<file path="src/seao_defines.vh">
// Register offsets, field positions, reset values and timing counts for the sound effect audio output
`ifndef SEAO_DEFINES_VH
`define SEAO_DEFINES_VH

// ----------------------------------------------------------------
// Register offsets (word index on the register port)
// ----------------------------------------------------------------
`define SEAO_ADDR_SOUND_SELECT 3'h0
`define SEAO_ADDR_EFFECT_PLAY 3'h1
`define SEAO_ADDR_EFFECT_VOLUME 3'h2
`define SEAO_ADDR_PB_PLAY 3'h3
`define SEAO_ADDR_PB_VOLUME 3'h4
`define SEAO_ADDR_PB_LENGTH 3'h5

// ----------------------------------------------------------------
// Reset values
// ----------------------------------------------------------------
`define SEAO_RST_SOUND_SELECT 16'h0000
`define SEAO_RST_EFFECT_VOLUME 8'hff
`define SEAO_RST_PB_VOLUME 8'hff
`define SEAO_RST_PB_LENGTH 16'h0000

// ----------------------------------------------------------------
// Effect code fields (low byte of the select register)
// ----------------------------------------------------------------
`define SEAO_CODE_SILENCE 8'h00
`define SEAO_CODE_PITCH_BIT 7
`define SEAO_CODE_LOOP_BIT 6
`define SEAO_CODE_WAVE_MSB 1
`define SEAO_CODE_WAVE_LSB 0
`define SEAO_WAVE_SINE 2'h0
`define SEAO_WAVE_SQUARE 2'h1
`define SEAO_WAVE_TRIANGLE 2'h2
`define SEAO_WAVE_NOISE 2'h3

// ----------------------------------------------------------------
// Pitch and timing
// ----------------------------------------------------------------
`define SEAO_MIDDLE_C_NOTE 7'h3c
`define SEAO_BASE_OCTAVE 4'h5
`define SEAO_ONESHOT_SAMPLES 16'h9897
`define SEAO_LFSR_SEED 16'hace1

`endif

</file>
<file path="src/seao_audio_out.v">
// Sound effect synthesizer, sample playback mixer and mono PWM audio output
//
// Behaviour
// - Audio leaves as one mono PWM waveform on a single output pin.
// - Synthesizer and sample playback both feed the same mono PWM output.
// - Effects come from a small built-in wavetable ROM chosen by effect code.
// - Play trigger reads 1 while the effect sounds, 0 once it finishes.
// - Looping effects sound until interrupted or replaced; play status stays 1.
// - New code plus play write aborts current effect; code 0 means silence.
// - Effect loudness is scaled by a separate effect volume register.
// - Effect select register is 16 bits; effect code sits in low byte.
// - For pitch effects the upper byte is a MIDI note setting pitch.
// - For pitch effects a note of zero gives middle C.
// - Non-pitch effects ignore the upper byte of the select register.
// - Any playback trigger write with a nonzero length starts playback; reads 1 while running.
`timescale 1ns/1ns
`default_nettype none
`include "seao_defines.vh"

module seao_audio_out #(
  parameter ONESHOT_SAMPLES = `SEAO_ONESHOT_SAMPLES
) (
  input wire clk_sys,
  input wire rst,
  input wire reg_wr,
  input wire [2:0] reg_addr,
  input wire [15:0] reg_wdata,
  output reg [15:0] reg_rdata,
  input wire [7:0] pb_sample,
  output reg pb_fetch,
  output reg audio_pwm
);

  // ----------------------------------------------------------------
  // Functions
  // ----------------------------------------------------------------
  // Quarter-wave sine magnitude, k = 0..8
  function [6:0] seao_sin_q;
    input [3:0] k;
    begin
      case (k)
        4'h0: seao_sin_q = 7'h00;
        4'h1: seao_sin_q = 7'h19;
        4'h2: seao_sin_q = 7'h31;
        4'h3: seao_sin_q = 7'h47;
        4'h4: seao_sin_q = 7'h5a;
        4'h5: seao_sin_q = 7'h6a;
        4'h6: seao_sin_q = 7'h75;
        4'h7: seao_sin_q = 7'h7d;
        default: seao_sin_q = 7'h7f;
      endcase
    end
  endfunction

  // Phase increment per sample for the notes of the base octave
  function [23:0] seao_semitone_inc;
    input [3:0] s;
    begin
      case (s)
        4'h0: seao_semitone_inc = 24'h00db78;
        4'h1: seao_semitone_inc = 24'h00e884;
        4'h2: seao_semitone_inc = 24'h00f657;
        4'h3: seao_semitone_inc = 24'h01050f;
        4'h4: seao_semitone_inc = 24'h011484;
        4'h5: seao_semitone_inc = 24'h0124f5;
        4'h6: seao_semitone_inc = 24'h01365f;
        4'h7: seao_semitone_inc = 24'h0148d5;
        4'h8: seao_semitone_inc = 24'h015c61;
        4'h9: seao_semitone_inc = 24'h017119;
        4'ha: seao_semitone_inc = 24'h01870b;
        default: seao_semitone_inc = 24'h019e4c;
      endcase
    end
  endfunction

  // ----------------------------------------------------------------
  // Registers
  // ----------------------------------------------------------------
  reg [15:0] sound_select_reg;
  reg [7:0] effect_volume_reg;
  reg [7:0] pb_volume_reg;
  reg [15:0] pb_length_reg;
  reg effect_playing_reg;
  reg [7:0] active_code_reg;
  reg [6:0] active_note_reg;
  reg [15:0] effect_left_reg;
  reg pb_playing_reg;
  reg [15:0] pb_left_reg;
  reg [7:0] pb_cur_reg;
  reg [7:0] pwm_cnt_reg;
  reg [7:0] duty_reg;
  reg [23:0] phase_reg;
  reg [15:0] lfsr_reg;

  wire sample_tick = (pwm_cnt_reg == 8'hff);
  wire play_wr = reg_wr && (reg_addr == `SEAO_ADDR_EFFECT_PLAY) && (reg_wdata[0] == 1'b1);
  wire pb_wr = reg_wr && (reg_addr == `SEAO_ADDR_PB_PLAY);
  wire [7:0] sel_code = sound_select_reg[7:0];
  wire [7:0] sel_note = sound_select_reg[15:8];

  // ----------------------------------------------------------------
  // Host register writes and reads
  // ----------------------------------------------------------------
  always @(posedge clk_sys) begin
    if (rst) begin
      sound_select_reg <= `SEAO_RST_SOUND_SELECT;
      effect_volume_reg <= `SEAO_RST_EFFECT_VOLUME;
      pb_volume_reg <= `SEAO_RST_PB_VOLUME;
      pb_length_reg <= `SEAO_RST_PB_LENGTH;
      reg_rdata <= 16'h0000;
    end else begin
      if (reg_wr) begin
        case (reg_addr)
          `SEAO_ADDR_SOUND_SELECT: sound_select_reg <= reg_wdata;
          `SEAO_ADDR_EFFECT_VOLUME: effect_volume_reg <= reg_wdata[7:0];
          `SEAO_ADDR_PB_VOLUME: pb_volume_reg <= reg_wdata[7:0];
          `SEAO_ADDR_PB_LENGTH: pb_length_reg <= reg_wdata;
          default: ;
        endcase
      end
      case (reg_addr)
        `SEAO_ADDR_SOUND_SELECT: reg_rdata <= sound_select_reg;
        `SEAO_ADDR_EFFECT_PLAY: reg_rdata <= {15'h0000, effect_playing_reg};
        `SEAO_ADDR_EFFECT_VOLUME: reg_rdata <= {8'h00, effect_volume_reg};
        `SEAO_ADDR_PB_PLAY: reg_rdata <= {15'h0000, pb_playing_reg};
        `SEAO_ADDR_PB_VOLUME: reg_rdata <= {8'h00, pb_volume_reg};
        `SEAO_ADDR_PB_LENGTH: reg_rdata <= pb_length_reg;
        default: reg_rdata <= 16'h0000;
      endcase
    end
  end

  // ----------------------------------------------------------------
  // Effect sequencing
  // ----------------------------------------------------------------
  // The code and note are latched at the trigger, so rewriting the select
  // register alone does not disturb an effect that is already sounding.
  always @(posedge clk_sys) begin
    if (rst) begin
      effect_playing_reg <= 1'b0;
      active_code_reg <= `SEAO_CODE_SILENCE;
      active_note_reg <= `SEAO_MIDDLE_C_NOTE;
      effect_left_reg <= 16'h0000;
    end else if (play_wr) begin
      active_code_reg <= sel_code;
      effect_playing_reg <= (sel_code != `SEAO_CODE_SILENCE);
      effect_left_reg <= ONESHOT_SAMPLES;
      if (sel_code[`SEAO_CODE_PITCH_BIT] && (sel_note[6:0] != 7'h00) && !sel_note[7]) begin
        active_note_reg <= sel_note[6:0];
      end else begin
        active_note_reg <= `SEAO_MIDDLE_C_NOTE;
      end
    end else if (effect_playing_reg && sample_tick && !active_code_reg[`SEAO_CODE_LOOP_BIT]) begin
      // Looping codes never count down and stay playing
      if (effect_left_reg == 16'h0001) begin
        effect_playing_reg <= 1'b0;
      end
      effect_left_reg <= effect_left_reg - 16'h0001;
    end
  end

  // ----------------------------------------------------------------
  // Wavetable synthesis
  // ----------------------------------------------------------------
  reg [3:0] octave;
  reg [3:0] semitone;
  reg [23:0] phase_inc;
  reg [7:0] wave;
  reg [3:0] sin_k;
  // Quotient and remainder of a 7-bit note always fit in 4 bits
  wire [6:0] note_oct = active_note_reg / 7'd12;
  wire [6:0] note_semi = active_note_reg % 7'd12;
  always @* begin
    octave = 4'h0;
    semitone = 4'h0;
    sin_k = 4'h0;
    octave = note_oct[3:0];
    semitone = note_semi[3:0];
    if (octave >= `SEAO_BASE_OCTAVE) begin
      phase_inc = seao_semitone_inc(semitone) << (octave - `SEAO_BASE_OCTAVE);
    end else begin
      phase_inc = seao_semitone_inc(semitone) >> (`SEAO_BASE_OCTAVE - octave);
    end
    sin_k = phase_reg[21] ? (4'h8 - {1'b0, phase_reg[20:18]}) : {1'b0, phase_reg[20:18]};
    case (active_code_reg[`SEAO_CODE_WAVE_MSB:`SEAO_CODE_WAVE_LSB])
      `SEAO_WAVE_SINE: wave = phase_reg[22] ? (8'h00 - {1'b0, seao_sin_q(sin_k)}) : {1'b0, seao_sin_q(sin_k)};
      `SEAO_WAVE_SQUARE: wave = phase_reg[23] ? 8'h81 : 8'h7f;
      `SEAO_WAVE_TRIANGLE: wave = phase_reg[23] ? (8'h7f - {phase_reg[22:16], 1'b0}) :
                                                 ({phase_reg[22:16], 1'b0} - 8'h80);
      default: wave = lfsr_reg[7:0];
    endcase
    if (!effect_playing_reg) begin
      wave = 8'h00;
    end
  end

  always @(posedge clk_sys) begin
    if (rst) begin
      phase_reg <= 24'h000000;
      lfsr_reg <= `SEAO_LFSR_SEED;
    end else if (play_wr) begin
      phase_reg <= 24'h000000;
    end else if (sample_tick) begin
      phase_reg <= phase_reg + phase_inc;
      lfsr_reg <= {lfsr_reg[14:0], lfsr_reg[15] ^ lfsr_reg[13] ^ lfsr_reg[12] ^ lfsr_reg[10]};
    end
  end

  // ----------------------------------------------------------------
  // Sample playback
  // ----------------------------------------------------------------
  // The source must present the next sample by the following sample tick.
  always @(posedge clk_sys) begin
    if (rst) begin
      pb_playing_reg <= 1'b0;
      pb_left_reg <= 16'h0000;
      pb_cur_reg <= 8'h00;
      pb_fetch <= 1'b0;
    end else begin
      pb_fetch <= 1'b0;
      if (pb_wr) begin
        pb_playing_reg <= (pb_length_reg != 16'h0000);
        pb_left_reg <= pb_length_reg;
        pb_cur_reg <= 8'h00;
      end else if (pb_playing_reg && sample_tick) begin
        pb_cur_reg <= pb_sample;
        pb_fetch <= 1'b1;
        pb_left_reg <= pb_left_reg - 16'h0001;
        if (pb_left_reg == 16'h0001) begin
          pb_playing_reg <= 1'b0;
        end
      end else if (!pb_playing_reg && sample_tick) begin
        pb_cur_reg <= 8'h00;
      end
    end
  end

  // ----------------------------------------------------------------
  // Mixing and PWM
  // ----------------------------------------------------------------
  wire signed [16:0] syn_prod = $signed(wave) * $signed({1'b0, effect_volume_reg});
  wire signed [16:0] pb_prod = $signed(pb_cur_reg) * $signed({1'b0, pb_volume_reg});
  wire signed [9:0] mix_sum = $signed(syn_prod[16:8]) + $signed(pb_prod[16:8]);
  reg [7:0] mix_sat;
  always @* begin
    if (mix_sum > $signed(10'h07f)) begin
      mix_sat = 8'h7f;
    end else if (mix_sum < $signed(10'h380)) begin
      mix_sat = 8'h80;
    end else begin
      mix_sat = mix_sum[7:0];
    end
  end

  // Duty only changes at the period boundary so no pulse is ever split
  always @(posedge clk_sys) begin
    if (rst) begin
      pwm_cnt_reg <= 8'h00;
      duty_reg <= 8'h80;
      audio_pwm <= 1'b0;
    end else begin
      pwm_cnt_reg <= pwm_cnt_reg + 8'h01;
      if (sample_tick) begin
        duty_reg <= {~mix_sat[7], mix_sat[6:0]};
      end
      audio_pwm <= (pwm_cnt_reg < duty_reg);
    end
  end

endmodule // seao_audio_out
`default_nettype wire

</file>
<file path="config.mk">
export PLATFORM = sky130hd
export DESIGN_NAME = seao_audio_out
export DESIGN_NICKNAME = d
export VERILOG_FILES = /design/src/seao_audio_out.v
export VERILOG_INCLUDE_DIRS = /design/src
export SDC_FILE = /design/constraint.sdc
export NUM_CORES = 1
export LEC_CHECK = 0
export BUFFER_PORTS_ARGS = -buffer_cell sky130_fd_sc_hd__buf_2
export CAP_MARGIN = 20
export CELL_PAD_IN_SITES_DETAIL_PLACEMENT = 0
export CELL_PAD_IN_SITES_GLOBAL_PLACEMENT = 1
export CORE_MARGIN = 2
export CORE_UTILIZATION = 50
export CTS_BUF_LIST = sky130_fd_sc_hd__clkbuf_16
export DETAILED_ROUTE_END_ITERATION = 10
export GPL_TIMING_DRIVEN = 1
export PLACE_DENSITY_LB_ADDON = 0.25
export SLEW_MARGIN = 20
export SYNTH_ARGS = -nofsm -noshare
export SYNTH_HDL_FRONTEND = slang
export SYNTH_SLANG_ARGS = --single-unit
</file>
<file path="constraint.sdc">
create_clock -name clk_sys -period 21.3 [get_ports clk_sys]
set_input_delay 4.26 -clock clk_sys [delete_from_list [all_inputs] [get_ports clk_sys]]
set_output_delay 4.26 -clock clk_sys [all_outputs]
set_load 0.03 [all_outputs]
</file>
==> qor.txt <==
Largest register FFs = 24
area leader, netlist = dfxtp_1
global-route wire length before repair = 63.62 mm
CTS clk-pin slew, worst paths = 0.08 ns
synth top area cells = dfxtp_1 23%, ha_1 11%, fa_1 9.3%, nand2_1 7.4%, a21oi_1 5.8%
measured slew at the worst slew-check pin = 1.071 ns
Layout Area Growth over Synthesis = 6.556%
Placer Congestion = 0.9199
pwr dens = 42.51 nW/um^2
Worst Setup End Kind = register
initial antenna violation count = 0
CTS Root Cell = clkbuf_16
number of warning messages in the yosys log = 0
Std-Cell Rows = 64
mean routed wirelength per cell = 16.42 um
ANT cells = 0
clock power share = 46.5%
crit-path max FO = 12
Fillers = 2895
overall power = 0.7011 mW
switching power = 0.1878 mW
# setup viols final = 0
core area = 30510 um^2
Setup crit start kind = register
CTS Buf Count = 17
RSZ-0062 raised after global routing = no
data required time of the critical path = 21.60 ns
max_slew headroom = 28.31%
Pleak = 7.469 nW
total grt overflow = 0
outcome = completed
Comb pwr share = 5.4%
total negative slack = 0 ns
Crit path arrival time = 9.75 ns
Final Max Tran Viols = 0
critical path class = reg2reg
hpwl dp = 28.75 mm
die area = 32380 um^2
total number of vias = 13380
# port buffers = 47
sw frac = 26.79%
Syn Inst Count = 1951
Hold Path Class = reg2reg
Initial Util = 50.73%
Flop pwr share = 48.1%
Final Hold Viols = 0
Avg Vias per Cell = 5.734
FF-to-FF setup slack = 11.85 ns
gr usage total = 23.50%
Post-synth EDFFs = 0
register area share after synthesis = 22.51%
Netlist cell types = 87
Post-Route Skew = 0.02217 ns
max incr delay on CP = 0.78 ns
NumNets Final = 2167
synthesized area per cell = 7.933 um^2
CTS Sinks = 174
crit share post-route = 44.37%
max cap viols = 0
PostCTS Resize Cnt = 0
hold_buf cts = 0
Highest Clock Rate = 105.8 MHz
worst reg2reg path endpoint = duty_reg[4]
R2R cell count = 35
post-route ant nets = 0
Crit-path slowest cell = a2111oi_0
layout cells sized above 1 = 7.021%
I/O Pins = 48
Die W = 179.9 um
Syn Std Cell Area = 15480 um^2
Die Y = 179.9 um
internal power = 0.5132 mW
Total Wirelength = 38.30 mm
VDD IR-drop max = 0.07842 mV
Pre-antenna DRT Iters = 6
Clock Path Buffers = 2
RR Startpoint = phase_reg[18]
drt initial violations = 733
Async S/R FF share, synth = 0%
Setup Fix Bufs, Post-CTS = 0
syn nets = 2194
TritonCTS clock tree = yes
Clock Latency Late Sink = 0.46 ns
Hold Path Sink = lfsr_reg[12]
ys flop type = dfxtp_1
Synth top area share = 22.51%
final hold slack = 0.4553 ns
DRC = 0
post-layout minimum cycle time = 9.452 ns
hold path depth = 2
Hold Crit Start = lfsr_reg[11]
largest net degree at the start of global routing = 70
vias in the first global route = 12650
number of synthesized register bits = 174
Max H-tree Level = 4
cell families after synthesis:
family | synth area share (%)
XOR/XNOR | 5.651
AO/OA/AOI/OAI | 18.59
adder cells (fa/ha/maj) | 20.71
flip-flops | 22.51
buffers and inverters | 5.901
multiplexers | 4.357
AND/OR/NAND/NOR | 22.29
metrics by stage:
stage | util (%) | area, um^2 | setup slack, ns | std cells
6_report | 54.06 | 16490 | 11.85 | 2333
5_1_grt | 54.06 | 16490 | 10.94 | 2333
4_1_cts | 54.03 | 16480 | 11.87 | 2333
3_5_place_dp | 52.01 | 15870 | 11.92 | 2301
3_3_place_gp | 52.01 | 15870 | 12.18 | 2301
2_1_floorplan | - | 15480 | 12.80 | 1951
synthesized netlist by cell type (9+ instances only):
| cell type | number |
|---|---|
| a211o_1 | 12 |
| a211oi_1 | 30 |
| a21o_1 | 18 |
| a21oi_1 | 178 |
| a22oi_1 | 14 |
| a31oi_1 | 9 |
| and2_1 | 77 |
| clkbuf_1 | 84 |
| dfxtp_1 | 174 |
| fa_1 | 72 |
| ha_1 | 141 |
| inv_1 | 125 |
| mux2_2 | 9 |
| mux2i_1 | 55 |
| nand2_1 | 304 |
| nand2b_1 | 24 |
| nand3_1 | 30 |
| nand3b_1 | 20 |
| nor2_1 | 134 |
| nor2b_1 | 30 |
| nor3_1 | 28 |
| nor4_1 | 15 |
| o211ai_1 | 10 |
| o21a_1 | 15 |
| o21ai_0 | 54 |
| o221ai_1 | 10 |
| o22ai_1 | 18 |
| o31ai_1 | 10 |
| or2_2 | 12 |
| or3_1 | 9 |
| xnor2_1 | 57 |
| xor2_1 | 41 |
per-layer routing:
metal | wire (um) | global-route usage [%] | vias to the layer above
li1 | - | - | 6671
met1 | 17970 | 31.45 | 6406
met2 | 18480 | 40.08 | 246
met3 | 1112 | 2.593 | 55
met4 | 746 | 6.764 | 0
met5 | 0 | 0 | -
worst max-delay path: cells and delay by family (launching register included):
family | cells | cell delay [ns]
DFF | 1 | 0.56
xor gates and xnor gates | 2 | 0.45
and+or+nand+nor | 5 | 0.91
AOI/OAI and AO/OA | 14 | 3.62
adders and majority gates | 9 | 3.35
buffers and inverters | 5 | 0.42
layout make-up:
cell class	instances	area (um^2)	area share (%)
clock buffer	17	425.4	2.579
multi-input combinational	1546	11090	67.27
tap	396	495.5	3.004
timing repair buffer	59	327.8	1.988
inverter	126	473.0	2.868
sequential	174	3483	21.12
clock inverter	15	192.7	1.168
power by group through the flow:
stage               combinational, mW  clock [mW]  sequential (mW)
floorplan                      0.0263           0            0.342
global placement               0.0370           0            0.345
detailed placement             0.0375           0            0.345
CTS                            0.0378       0.335            0.337
global route                   0.0420       0.347            0.338
finish                         0.0378       0.326            0.337
how the worst max path moves through the flow:
stage | start | end | cells past startpoint
finish | phase_reg[18] | duty_reg[4] | 35
global route | phase_reg[18] | duty_reg[2] | 34
CTS | phase_reg[18] | duty_reg[2] | 35
detailed placement | phase_reg[18] | duty_reg[2] | 35
global placement | phase_reg[18] | duty_reg[5] | 35
floorplan | phase_reg[18] | duty_reg[2] | 36
layout by cell type (no fill, tap or decap), types with 18 or more instances in the layout:
cell type,synthesis,routed
a211oi_1,30,30
a21o_1,18,18
a21oi_1,178,178
and2_1,77,77
buf_2,7,46
dfxtp_1,174,174
fa_1,72,72
ha_1,141,141
inv_1,125,125
mux2i_1,55,55
nand2_1,304,304
nand2b_1,24,24
nand3_1,30,29
nand3b_1,20,20
nor2_1,134,133
nor2b_1,30,30
nor3_1,28,27
o21ai_0,54,54
o22ai_1,18,18
xnor2_1,57,57
xor2_1,41,41
(Power assumes the default switching activity.)
